`config.mk`:
```
export PLATFORM = sky130hd
export DESIGN_NAME = mlod_diag
export DESIGN_NICKNAME = d
export VERILOG_FILES = /design/src/mlod_pkg.sv /design/src/mlod_diag.sv /design/src/mlod_open_coil.sv /design/src/mlod_load_calc.sv
export VERILOG_INCLUDE_DIRS = /design/src
export SDC_FILE = /design/constraint.sdc
export NUM_CORES = 1
export LEC_CHECK = 0
export BUFFER_PORTS_ARGS = -buffer_cell sky130_fd_sc_hd__buf_2
export CORE_MARGIN = 5
export CORE_UTILIZATION = 35
export DETAILED_ROUTE_END_ITERATION = 6
export GPL_ROUTABILITY_DRIVEN = 0
export PLACE_DENSITY = 0.62
export SLEW_MARGIN = 20
export SYNTH_ARGS = -nofsm -noshare
export SYNTH_HDL_FRONTEND = slang
export SYNTH_HIERARCHICAL = 1
export SYNTH_SLANG_ARGS = --single-unit
```
`constraint.sdc`:
```
create_clock -name CLK_I -period 7.3 [get_ports CLK_I]
set_input_delay 0.73 -clock CLK_I [delete_from_list [all_inputs] [get_ports CLK_I]]
set_output_delay 0.73 -clock CLK_I [all_outputs]
set_load 0.01 [all_outputs]
```
`src/mlod_map.svh`:
```
`ifndef MLOD_MAP_SVH
`define MLOD_MAP_SVH
// ---------------------------------------------------------------
// register offsets (word addresses)
// ---------------------------------------------------------------
`define MLOD_CTRL_OFS 4'h0
`define MLOD_VLOW_OFS 4'h1
`define MLOD_VHIGH_OFS 4'h2
`define MLOD_RESULT_OFS 4'h3
`define MLOD_STAT_OFS 4'h4
`define MLOD_MASK_OFS 4'h5
// ---------------------------------------------------------------
// control fields
// ---------------------------------------------------------------
`define MLOD_CTRL_SGT_LSB 0
`define MLOD_CTRL_SGT_MSB 6
`define MLOD_CTRL_FILT_BIT 8
`define MLOD_CTRL_HIEN_BIT 9
`define MLOD_CTRL_DIAG_BIT 10
`define MLOD_CTRL_RST 32'h0000_0000
// ---------------------------------------------------------------
// status bits
// ---------------------------------------------------------------
`define MLOD_ST_OLA 0
`define MLOD_ST_OLB 1
`define MLOD_ST_STALL 2
`define MLOD_ST_UPD 3
`define MLOD_NSTAT 4
// ---------------------------------------------------------------
// timing and ranges
// ---------------------------------------------------------------
`define MLOD_STALL_PULSE_NS 100
`define MLOD_CLK_NS 10
`define MLOD_STALL_PULSE_CYC (`MLOD_STALL_PULSE_NS / `MLOD_CLK_NS)
`define MLOD_RESULT_MAX 10'h3ff
`define MLOD_SGT_STEP 5'd16
`define MLOD_FILT_STEPS 4
`endif

```
`src/mlod_pkg.sv`:
```
package mlod_pkg;
    typedef logic [9:0] mlod_result_t;
    typedef logic signed [6:0] mlod_sgt_t;
    typedef enum logic [1:0]
    {
        MLOD_IDLE = 2'b00,
        MLOD_READ = 2'b01,
        MLOD_DONE = 2'b10
    } mlod_bus_t;
endpackage

```
`src/mlod_diag.sv`:
```
`timescale 1ns/1ps
`include "mlod_map.svh"
// ---------------------------------------------------------------
// Functional notes
// RL1: A coil whose target current is not reached gets an open flag that never alters drive.
// RL2: The open check only asks if commanded current is reached, so low supply may flag too.
// RL3: No open check is made while the motor stands still.
// RL4: The sensitivity offset is signed, up to +63, zero neutral, negative more sensitive.
// RL5: A higher offset raises the reading so more torque is needed to show a stall.
// RL6: With the filter on, one result is made per four full steps.
// RL7: The result is unsigned 0..1023, high means light load, zero means highest load.
// RL8: At maximum load the result falls to zero or near it.
// RL9: On stall the result is forced to zero and a stall pulse goes out on the chosen diag output.
// RL10: The outside controller stops the motor on a single stall pulse if it wants.
// RL11: Stall detection is suppressed outside the low and optional high velocity limits.
// RL12: Unfiltered, the result updates once per full step.
// RL13: The offset is a 7-bit two's-complement field sign-extended before use.
// ---------------------------------------------------------------
module mlod_diag
    import mlod_pkg::*;
(
    input wire logic CLK_I,
    input wire logic RESETN_I,
    input wire logic [3:0] AVS_ADDRESS_I,
    input wire logic AVS_READ_I,
    input wire logic AVS_WRITE_I,
    input wire logic [31:0] AVS_WRITEDATA_I,
    input wire logic [3:0] AVS_BYTEENABLE_I,
    output logic [31:0] AVS_READDATA_O,
    output logic AVS_WAITREQUEST_O,
    input wire logic FULLSTEP_I,
    input wire logic [19:0] STEP_PERIOD_I,
    input wire logic STANDSTILL_I,
    input wire logic REACHED_A_I,
    input wire logic REACHED_B_I,
    input wire logic [9:0] RAW_LOAD_I,
    output logic OPEN_A_O,
    output logic OPEN_B_O,
    output logic DIAG_OUT_ZERO_O,
    output logic DIAG_OUT_ONE_O,
    output logic [9:0] LOAD_MEASURE_RESULT_O,
    output logic IRQ_O
);
    import mlod_pkg::*;

    // ---------------------------------------------------------------
    // pin synchronisers, two stages each
    // ---------------------------------------------------------------
    logic [3:0] sync1;
    logic [3:0] sync2;
    logic [9:0] raw1;
    logic [9:0] raw2;
    logic step_prev;

    always_ff @(posedge CLK_I)
    begin
        if (!RESETN_I)
        begin
            sync1 <= 4'h0;
            sync2 <= 4'h0;
            raw1 <= 10'h000;
            raw2 <= 10'h000;
            step_prev <= 1'b0;
        end
        else
        begin
            sync1 <= {FULLSTEP_I, STANDSTILL_I, REACHED_A_I, REACHED_B_I};
            sync2 <= sync1;
            raw1 <= RAW_LOAD_I;
            raw2 <= raw1;
            step_prev <= sync2[3];
        end
    end

    // raw load is sampled on the step edge, long after it settles
    wire step_pulse = sync2[3] && !step_prev;
    wire still = sync2[2];

    // ---------------------------------------------------------------
    // registers
    // ---------------------------------------------------------------
    logic [31:0] ctrl;
    logic [19:0] low_velocity_limit;
    logic [19:0] high_velocity_limit;
    logic [`MLOD_NSTAT-1:0] status;
    logic [`MLOD_NSTAT-1:0] mask;
    mlod_bus_t bus_state;

    wire mlod_sgt_t stall_sensitivity_offset = ctrl[`MLOD_CTRL_SGT_MSB:`MLOD_CTRL_SGT_LSB];
    wire filt_en = ctrl[`MLOD_CTRL_FILT_BIT];
    wire high_en = ctrl[`MLOD_CTRL_HIEN_BIT];
    wire diag_sel = ctrl[`MLOD_CTRL_DIAG_BIT];

    function automatic logic [31:0] merge(input logic [31:0] old, input logic [31:0] nw,
                                          input logic [3:0] be);
        logic [31:0] r;
        r = old;
        for (int i = 0; i < 4; i++)
            if (be[i])
                r[i*8 +: 8] = nw[i*8 +: 8];
        return r;
    endfunction

    wire wr_ctrl = AVS_WRITE_I && AVS_ADDRESS_I == `MLOD_CTRL_OFS;
    wire wr_vlow = AVS_WRITE_I && AVS_ADDRESS_I == `MLOD_VLOW_OFS;
    wire wr_vhigh = AVS_WRITE_I && AVS_ADDRESS_I == `MLOD_VHIGH_OFS;
    wire wr_stat = AVS_WRITE_I && AVS_ADDRESS_I == `MLOD_STAT_OFS;
    wire wr_mask = AVS_WRITE_I && AVS_ADDRESS_I == `MLOD_MASK_OFS;
    wire [31:0] wmerge_ctrl = merge(ctrl, AVS_WRITEDATA_I, AVS_BYTEENABLE_I);
    wire [31:0] wmerge_vlow = merge({12'h000, low_velocity_limit}, AVS_WRITEDATA_I,
                                    AVS_BYTEENABLE_I);
    wire [31:0] wmerge_vhigh = merge({12'h000, high_velocity_limit}, AVS_WRITEDATA_I,
                                     AVS_BYTEENABLE_I);

    // ---------------------------------------------------------------
    // coil checks and load value
    // ---------------------------------------------------------------
    logic open_a;
    logic open_b;
    logic meas_valid;
    logic [9:0] meas_value;

    mlod_open_coil u_coil_a
    (
        .clk_i(CLK_I),
        .resetn_i(RESETN_I),
        .standstill_i(still),
        .reached_i(sync2[1]),
        .step_i(step_pulse),
        .open_o(open_a)
    );

    mlod_open_coil u_coil_b
    (
        .clk_i(CLK_I),
        .resetn_i(RESETN_I),
        .standstill_i(still),
        .reached_i(sync2[0]),
        .step_i(step_pulse),
        .open_o(open_b)
    );

    mlod_load_calc u_load
    (
        .clk_i(CLK_I),
        .resetn_i(RESETN_I),
        .step_i(step_pulse),
        .raw_i(raw2),
        .sgt_i(stall_sensitivity_offset),
        .filt_i(filt_en),
        .valid_o(meas_valid),
        .value_o(meas_value)
    );

    // ---------------------------------------------------------------
    // stall detection, velocity window
    // ---------------------------------------------------------------
    // step period grows as velocity falls: inside means fast enough, not too fast
    wire above_low = STEP_PERIOD_I <= low_velocity_limit;
    wire below_high = !high_en || STEP_PERIOD_I > high_velocity_limit;
    wire in_window = above_low && below_high && !still; // RL11
    wire stall_evt = meas_valid && meas_value == 10'h000 && in_window; // RL9

    logic [3:0] pulse_cnt;
    logic open_eval;
    wire pulse_on = pulse_cnt != 4'h0;

    // ---------------------------------------------------------------
    // sticky status, set beats clear
    // ---------------------------------------------------------------
    wire [`MLOD_NSTAT-1:0] events = {meas_valid, stall_evt, open_b, open_a};
    wire [`MLOD_NSTAT-1:0] clr = wr_stat ? AVS_WRITEDATA_I[`MLOD_NSTAT-1:0] : '0;
    wire [`MLOD_NSTAT-1:0] next_status = (status & ~clr) | events;
    // clear only at the acknowledge edge, like every other write
    wire [`MLOD_NSTAT-1:0] status_upd =
        (bus_state == MLOD_DONE) ? next_status : (status | events);

    always_ff @(posedge CLK_I)
    begin
        if (!RESETN_I)
        begin
            ctrl <= `MLOD_CTRL_RST;
            low_velocity_limit <= 20'h00000;
            high_velocity_limit <= 20'h00000;
            status <= '0;
            mask <= '0;
            IRQ_O <= 1'b0;
        end
        else
        begin
            if (wr_ctrl && bus_state == MLOD_DONE)
                ctrl <= wmerge_ctrl;
            if (wr_vlow && bus_state == MLOD_DONE)
                low_velocity_limit <= wmerge_vlow[19:0];
            if (wr_vhigh && bus_state == MLOD_DONE)
                high_velocity_limit <= wmerge_vhigh[19:0];
            if (wr_mask && bus_state == MLOD_DONE)
                mask <= AVS_WRITEDATA_I[`MLOD_NSTAT-1:0];
            status <= status_upd;
            IRQ_O <= |(status_upd & mask);
        end
    end

    // ---------------------------------------------------------------
    // outputs: flags and stall pulse, informative only
    // ---------------------------------------------------------------
    always_ff @(posedge CLK_I)
    begin
        if (!RESETN_I)
        begin
            OPEN_A_O <= 1'b0;
            OPEN_B_O <= 1'b0;
            LOAD_MEASURE_RESULT_O <= 10'h000;
            pulse_cnt <= 4'h0;
            open_eval <= 1'b0;
            DIAG_OUT_ZERO_O <= 1'b0;
            DIAG_OUT_ONE_O <= 1'b0;
        end
        else
        begin
            // coil verdict lands one cycle after the step it judges
            open_eval <= step_pulse && !still; // RL3
            if (open_eval)
            begin
                OPEN_A_O <= open_a; // RL1
                OPEN_B_O <= open_b; // RL1
            end
            if (meas_valid)
                LOAD_MEASURE_RESULT_O <= meas_value; // RL7 RL9
            if (stall_evt)
                pulse_cnt <= 4'(`MLOD_STALL_PULSE_CYC); // RL9
            else if (pulse_on)
                pulse_cnt <= pulse_cnt - 4'h1;
            DIAG_OUT_ZERO_O <= (stall_evt || pulse_cnt > 4'h1) && !diag_sel; // RL9 RL10
            DIAG_OUT_ONE_O <= (stall_evt || pulse_cnt > 4'h1) && diag_sel; // RL9 RL10
        end
    end

    // ---------------------------------------------------------------
    // avalon slave: one wait state, reads zero when unmapped
    // ---------------------------------------------------------------
    wire [31:0] rd_mux =
        AVS_ADDRESS_I == `MLOD_CTRL_OFS ? ctrl :
        AVS_ADDRESS_I == `MLOD_VLOW_OFS ? {12'h000, low_velocity_limit} :
        AVS_ADDRESS_I == `MLOD_VHIGH_OFS ? {12'h000, high_velocity_limit} :
        AVS_ADDRESS_I == `MLOD_RESULT_OFS ? {22'h0, LOAD_MEASURE_RESULT_O} :
        AVS_ADDRESS_I == `MLOD_STAT_OFS ? {28'h0000000, status} :
        AVS_ADDRESS_I == `MLOD_MASK_OFS ? {28'h0000000, mask} : 32'h0000_0000;

    always_ff @(posedge CLK_I)
    begin
        if (!RESETN_I)
        begin
            bus_state <= MLOD_IDLE;
            AVS_READDATA_O <= 32'h0000_0000;
            AVS_WAITREQUEST_O <= 1'b1;
        end
        else
        begin
            unique case (bus_state)
                MLOD_IDLE:
                begin
                    if (AVS_READ_I || AVS_WRITE_I)
                    begin
                        AVS_READDATA_O <= rd_mux;
                        AVS_WAITREQUEST_O <= 1'b0;
                        bus_state <= MLOD_DONE;
                    end
                end
                MLOD_DONE:
                begin
                    AVS_WAITREQUEST_O <= 1'b1;
                    bus_state <= MLOD_IDLE;
                end
                default:
                    bus_state <= MLOD_IDLE;
            endcase
        end
    end

    // ---------------------------------------------------------------
    // assertions
    // ---------------------------------------------------------------
    chk_stall_zero: assert property (@(posedge CLK_I) disable iff (!RESETN_I) // RL9
        stall_evt |=> LOAD_MEASURE_RESULT_O == 10'h000 && (DIAG_OUT_ZERO_O || DIAG_OUT_ONE_O))
        else $error("stall without zero result or pulse");
    chk_window_gate: assert property (@(posedge CLK_I) disable iff (!RESETN_I) // RL11
        !in_window |-> !stall_evt) else $error("stall outside velocity window");
    chk_irq_level: assert property (@(posedge CLK_I) disable iff (!RESETN_I)
        |(status & mask) |-> ##[0:1] IRQ_O) else $error("irq not raised");
    chk_open_follow: assert property (@(posedge CLK_I) disable iff (!RESETN_I) // RL1
        open_eval |=> OPEN_A_O == $past(open_a) && OPEN_B_O == $past(open_b))
        else $error("open flag not taken from coil check");
    chk_diag_select: assert property (@(posedge CLK_I) disable iff (!RESETN_I) // RL9
        stall_evt |=> ($past(diag_sel) ? DIAG_OUT_ONE_O && !DIAG_OUT_ZERO_O
                                       : DIAG_OUT_ZERO_O && !DIAG_OUT_ONE_O))
        else $error("stall pulse on wrong diag output");
    chk_write_on_ack: assert property (@(posedge CLK_I) disable iff (!RESETN_I)
        wr_ctrl && bus_state == MLOD_DONE |=> ctrl == $past(wmerge_ctrl))
        else $error("control write not applied at acknowledge");
    chk_ack_single: assert property (@(posedge CLK_I) disable iff (!RESETN_I)
        !AVS_WAITREQUEST_O |=> AVS_WAITREQUEST_O) else $error("acknowledge held too long");
endmodule // mlod_diag

```
`src/mlod_open_coil.sv`:
```
`timescale 1ns/1ps
module mlod_open_coil
(
    input wire logic clk_i,
    input wire logic resetn_i,
    input wire logic standstill_i,
    input wire logic reached_i,
    input wire logic step_i,
    output logic open_o
);
    // ---------------------------------------------------------------
    // per coil: any full step outside standstill without reaching target current flags
    // ---------------------------------------------------------------
    logic seen;
    wire eval = step_i && !standstill_i;

    always_ff @(posedge clk_i)
    begin
        if (!resetn_i)
        begin
            seen <= 1'b0;
            open_o <= 1'b0;
        end
        else
        begin
            if (eval)
                seen <= 1'b0;
            else if (reached_i && !standstill_i)
                seen <= 1'b1;
            open_o <= eval && !(seen || reached_i); // RL1 RL2 RL3
        end
    end

    chk_no_flag_still: assert property (@(posedge clk_i) disable iff (!resetn_i) // RL3
        $past(standstill_i) |-> !open_o) else $error("open flag at standstill");
endmodule // mlod_open_coil

```
`src/mlod_load_calc.sv`:
```
`timescale 1ns/1ps
`include "mlod_map.svh"
module mlod_load_calc
    import mlod_pkg::*;
(
    input wire logic clk_i,
    input wire logic resetn_i,
    input wire logic step_i,
    input wire logic [9:0] raw_i,
    input wire mlod_pkg::mlod_sgt_t sgt_i,
    input wire logic filt_i,
    output logic valid_o,
    output logic [9:0] value_o
);
    // ---------------------------------------------------------------
    // offset: each sgt unit moves the reading by a fixed step
    // ---------------------------------------------------------------
    wire signed [12:0] sgt_ext = 13'(sgt_i); // RL13
    wire signed [12:0] adj =
        $signed({3'b000, raw_i}) + sgt_ext * $signed(13'(`MLOD_SGT_STEP)); // RL4 RL5
    wire [9:0] clip =
        adj < 0 ? 10'h000 : (adj > 13'sh3ff ? `MLOD_RESULT_MAX : adj[9:0]); // RL7 RL8

    logic [11:0] acc;
    logic [1:0] cnt;
    wire [11:0] acc_sum = acc + {2'b00, clip};

    always_ff @(posedge clk_i)
    begin
        if (!resetn_i)
        begin
            acc <= 12'h000;
            cnt <= 2'h0;
            valid_o <= 1'b0;
            value_o <= 10'h000;
        end
        else
        begin
            valid_o <= 1'b0;
            if (step_i && !filt_i)
            begin
                value_o <= clip; // RL12
                valid_o <= 1'b1;
                cnt <= 2'h0;
                acc <= 12'h000;
            end
            else if (step_i)
            begin
                cnt <= cnt + 2'h1;
                if (cnt == 2'h3)
                begin
                    value_o <= acc_sum[11:2]; // RL6
                    valid_o <= 1'b1;
                    acc <= 12'h000;
                end
                else
                    acc <= acc_sum;
            end
        end
    end

    chk_range_top: assert property (@(posedge clk_i) disable iff (!resetn_i) // RL8
        step_i && !filt_i && raw_i == 10'h000 && sgt_i == 7'sh00 |=> value_o == 10'h000)
        else $error("zero raw not passed");
    chk_unfilt_update: assert property (@(posedge clk_i) disable iff (!resetn_i) // RL12
        step_i && !filt_i |=> valid_o && value_o == $past(clip))
        else $error("unfiltered step gave no result");
endmodule // mlod_load_calc

```
After elaboration in Yosys (flattened, before gate mapping)
Index checks and enable logic that the tools add are counted.

word-level totals
  output and inout bits = 48
  input bits = 78
  flip-flop bits (word level) = 192
  word-level logic and storage cells = 140

cells by class
  bitwise operators = 6
  $lt $le $gt $ge = 5
  multiplexer cells = 21
  equality and inequality tests = 7
  reduce and logical (&&, ||, !) cells = 60
  $add $sub $neg = 4

operators with widths
  cell                                                                               number
  10-bit two-way mux                                                                 6
  20-bit two-way mux                                                                 2
  32-bit two-way mux                                                                 1
  2-bit AND reduction                                                                14
  4-bit two-way mux                                                                  6
  1-bit logical AND                                                                  22
  20-bit greater-than comparator                                                     1
  20-bit less-or-equal comparator                                                    1
  11-bit by 11-bit adder with 12-bit output                                          1
  12-bit by 10-bit adder with 12-bit output                                          1
  12-bit by 11-bit greater-than comparator with 1-bit output, second input constant  1
  12-bit by 1-bit < comparator with 1-bit output, second input constant              1
  12-bit two-way mux                                                                 1
  10-bit logical NOT                                                                 1
  4-bit bitwise AND                                                                  2
  4-bit by 2-bit == test with 1-bit output, second input constant                    2
  4-bit by 3-bit == test with 1-bit output, second input constant                    2
  4-bit bitwise OR                                                                   2
  2-bit nonzero test                                                                 4
  1-bit logical NOT                                                                  7
  2-bit OR reduction                                                                 3
  1-bit logical OR                                                                   5
  4-bit by 1-bit == test with 1-bit output, second input constant                    1
  4-bit by 1-bit greater-than comparator with 1-bit output, second input constant    1
  other kinds (12)                                                                   15

Longest topological paths before layout
  word-level depth = 9
  mapped depth = 17

Cells and area by module
The synthesis kept the hierarchy.

modules (own cells, without submodules)
  module          area an instance (µm²)  cells each  times used  seq. area each (µm²)
  mlod_diag       7033.0                  749         1           3263.1
  mlod_load_calc  1841.8                  234         1           500.5
  mlod_open_coil  80.1                    7           2           40.0

Worst setup path before layout
No wires, ideal clock.

  path type = register to register
  start = register ctrl[0]
  end = register u_load.value_o[4]
  data arrival time = 3.358 ns
  period minus slack after synthesis = 3.480 ns
  cell stages (with the launch flop) = 17
  setup time = 0.122 ns
  slack = 3.820 ns
  required time = 7.178 ns
  cells stage by stage = dfxtp_1 -> ha_1 -> fa_1 -> a211oi_2 -> o21bai_1 -> a21oi_1 -> xnor2_1 -> o21a_1 -> ha_1 -> fa_1 -> a211oi_1 -> nor2_1 -> or2_2 -> a21oi_1 -> xnor2_1 -> a22oi_1 -> a21oi_1

on the way
  longest elaborated chain between the ends = 8
  elaborated cells between the ends (all ways) = 9
  those cells by class = 2 x add/sub; 2 x order compare; 5 x mux

RTL lines
  element                                                     RTL line              text
  from (decl)                                                 mlod_diag.sv:82       logic [31:0] ctrl;
  from (signal assigned)                                      mlod_diag.sv:182      ctrl <= `MLOD_CTRL_RST;
  from (signal assigned)                                      mlod_diag.sv:192      ctrl <= wmerge_ctrl;
  11-bit by 11-bit adder with 12-bit output (*)               mlod_load_calc.sv:20  $signed({3'b000, raw_i}) + sgt_ext * $signed(13'(`MLOD_SGT_STEP));
  12-bit by 11-bit greater-than comparator with 1-bit output  mlod_load_calc.sv:22  adj < 0 ? 10'h000 : (adj > 13'sh3ff ? `MLOD_RESULT_MAX : adj[9:0]);
  10-bit two-way mux                                          mlod_load_calc.sv:22
  10-bit two-way mux (*)                                      mlod_load_calc.sv:22
  12-bit by 10-bit adder with 12-bit output                   mlod_load_calc.sv:26  wire [11:0] acc_sum = acc + {2'b00, clip};
  10-bit two-way mux                                          mlod_load_calc.sv:50  if (cnt == 2'h3)
  10-bit two-way mux                                          mlod_load_calc.sv:47  else if (step_i)
  10-bit two-way mux (*)                                      mlod_load_calc.sv:40  if (step_i && !filt_i)
  to (signal assigned)                                        mlod_load_calc.sv:42  value_o <= clip;
  to (signal assigned)                                        mlod_load_calc.sv:52  value_o <= acc_sum[11:2];
  to (decl)                                                   mlod_load_calc.sv:13  output logic [9:0] value_o

Every way passes the cells marked *; elsewhere a longest branch is shown, timed or not. The select of a mux whose other input is x is not followed.
A chain may end at the register's enable or synchronous reset.

Final worst setup path
Ends and elaborated chain as after synthesis.

==> results.yml <==
power:
  swShare_pct: 25.93
  total_power_mw: 2.162
  p_int_mw: 1.601
  power.share.clock_pct: 42.1
  pwr-share-seq_pct: 49.9
  p_leak_nw: 4.096
  power_switching_mw: 0.5605
  peakVddDrop_mv: 0.1632
  power_density_nw_per_um2: 205.7
  comb_power_share_pct: 8.0
sta:
  rsz0062_at_grt: "no"
  max_freq_mhz: 249.0
  skew_ns: 0.01279
  min_period_ns: 4.017
  relSlewSlack_pct: 32.63
  hold_violations: 0
  setup_tns_ns: 0
  tightest_slew_ns: 1.004
  post-route-period-util_pct: 55.02
  maxSlewViolCount: 0
  finalSetupViolations: 0
yosys:
  yosys.area.top_type_share_pct: 42.54
  ys_warn_count: 6
  synthTopCellsByArea: "dfxtp_1 43%, mux2i_1 11%, ha_1 7.9%"
  ys.flop_type: "dfxtp_1"
  async_flop_share_pct: 0
  synthCells: 997
  ys_types: 68
  synth-edff-count: 0
  syn_area_sq_um: 9035
  synth_seq_cells: 192
  synthesis.nets: 1134
  ys_seq_area_share_pct: 42.54
  yosysTopAreaCell: "dfxtp_1"
  avgSynthCellArea_sq_um: 9.062
drt:
  routed.top_layer: "met5"
  drt_iter0_markers: 675
  routed-via-count: 7534
  dr_wl_met3_um: 1816
  dr.pass1.iters: 5
  met1Wirelength_um: 11120
  drc_errors: 0
  routedWlPerCell_um: 16.63
  drt-total-wl_um: 24060
  antenna_left: 0
  wl_met2_um: 10860
  vias_per_cell: 5.207
critical_path:
  startpoint_type: "flip-flop"
  slowest_delay_ns: 0.44
  end_kind: "flip-flop"
  critPathSlowestCell: "fa_1"
  required_ns: 7.65
  cp_cell_sequence: "ha_1 -> fa_1 -> a211oi_2 -> o21bai_1 -> a21oi_1 -> xnor2_1 -> o21a_1 -> ha_1 -> fa_1 -> a211oi_1 -> nor2_1 -> or2_2 -> a21oi_1 -> xnor2_1 -> a22oi_1 -> a21oi_1"
  cpMostUsedCell: "a21oi_1"
  reg2reg_depth: 16
  crit_type: "reg2reg"
  cp_max_fo: 12
  arrival_ns: 4.37
floorplan:
  rows: 58
  die_h_um: 170.7
  core_sq_um: 25330
  start_util_pct: 35.67
  dieWidth_um: 170.7
  io_pins: 126
  die-area_sq_um: 29130
placed_design:
  dp_cells: 1415
  hpwl_um: 17870
  portBuffers: 125
global_route:
  antenna_found_initial: 1
  grt_pass1_wl_um: 37980
  grt_usage_pct: 16.31
  first_global_vias: 7110
  grt_max_degree: 70
  gr-total-overflow: 0
worst_hold_path:
  worstHoldPathCells: 1
  holdCritPathClass: "reg2reg"
finish:
  drive_above_1_share_pct: 17.19
  insertedDiodeCount: 0
  finalNonFillerCells: 1447
  syn_to_final_growth_pct: 16.31
  final_net_count: 1241
clocking:
  cts_setup_buffers: 0
  insertion_delay_ns: 0.43
  path_clk_slew_ns: 0.07
  cts_tree: "built"
  cts.sinks: 192
  root_buffer: "clkbuf_16"
  cts_resized: 0
  numCtsBuffers: 17
  h-tree-depth: 4
  ctsLongestPathBuffers: 2
  hold_buffers: 0
run:
  drv_cap: 0
status:
  status: "complete, no violations"
[layer usage]
layer	track usage [%]	up-vias
li1	-	3717
met1	22.14	3583
met2	26.32	216
met3	4.113	16
met4	3.611	2
met5	0	-
[stage by stage]
step / cell area [sq um] / hold slack [ns] / setup slack (ns) / utilization (%)
global placement: 9937 / 0.4143 / 3.394 / 39.24
floorplan: 9035 / 0.4119 / 3.820 / -
detailed placement: 9937 / 0.4179 / 3.326 / 39.24
finish: 10510 / 0.4325 / 3.283 / 41.49
global route: 10510 / 0.4473 / 3.028 / 41.49
CTS: 10510 / 0.4371 / 3.304 / 41.49
[logic make-up (layout without fill, tap and decap cells)]
kind of cell / count (synthesis) / count (layout) / share of synthesized area [%]
flops: 192 / 192 / 42.54
fa+ha+maj: 59 / 59 / 8.337
compound gates: 195 / 195 / 14.06
simple gates: 346 / 346 / 18.71
xor+xnor: 14 / 14 / 1.357
mux: 96 / 96 / 10.65
buf+inv: 95 / 215 / 4.348
[layout by cell type (no fill, tap or decap), types with 9 or more instances in the layout]
master / netlist / layout
dfxtp_1: 192 / 192
nor2_1: 161 / 160
buf_2: 4 / 125
mux2i_1: 95 / 95
ha_1: 57 / 57
a21oi_1: 56 / 56
nand2_1: 51 / 51
inv_1: 50 / 49
and2_1: 31 / 31
o21ai_0: 32 / 31
nand3_1: 27 / 27
a22oi_1: 22 / 22
nor3_1: 17 / 17
clkbuf_16: 0 / 17
a211oi_1: 15 / 15
o22ai_1: 12 / 12
a31oi_1: 11 / 11
xnor2_1: 10 / 10
nor2b_1: 9 / 9
[sequential cells by signal (all words and copies together), names as in the netlist, 10 cells and up]
register / cells
high_velocity_limit: 20
raw1: 10
raw2: 10
low_velocity_limit: 20
AVS_READDATA_O: 32
LOAD_MEASURE_RESULT_O: 10
u_load/value_o: 10
ctrl: 32
u_load/acc: 12
[path summary, 6_finish.rpt]
path / from / endpoint / slack, ns
worst max-delay path: ctrl[0] / u_load/value_o[4] / 3.28
worst min-delay path: sync1[0] / sync2[0] / 0.43
worst max register to register: ctrl[0] / u_load/value_o[4] / 3.28
worst min register to register: sync1[0] / sync2[0] / 0.43
[power by group through the flow]
stage	clock (mW)	sequential [mW]	combinational, mW
finish	0.910	1.08	0.173
global route	0.978	1.08	0.191
CTS	0.936	1.08	0.173
detailed placement	0	1.10	0.172
global placement	0	1.10	0.171
floorplan	0	1.10	0.100
[final cells by class]
| type | count | area, sq um |
|---|---|---|
| clock buffer | 19 | 452.9 |
| clock inverter | 13 | 118.9 |
| fill | 2543 | 14820 |
| inverter | 51 | 192.7 |
| multi-input combinational | 710 | 4810 |
| sequential | 192 | 3844 |
| tap | 330 | 412.9 |
| timing repair buffer | 132 | 678.2 |
[synthesized netlist by cell type (15+ instances only)]
cell type	instances
a21oi_1	56
nand2_1	51
mux2i_1	95
inv_1	50
dfxtp_1	192
a22oi_1	22
nor3_1	17
ha_1	57
clkbuf_1	33
and2_1	31
o21ai_0	32
nor2_1	161
a211oi_1	15
nand3_1	27
[critical path: cells and delay by family, from the launching register on]
| kind | cells | cell delay (ns) |
|---|---|---|
| AOI/OAI and AO/OA | 8 | 1.47 |
| and+or+nand+nor | 2 | 0.41 |
| xor gates and xnor gates | 2 | 0.42 |
| DFF | 1 | 0.34 |
| adders and majority gates | 4 | 1.31 |
Power figures use the tool's default switching activity.
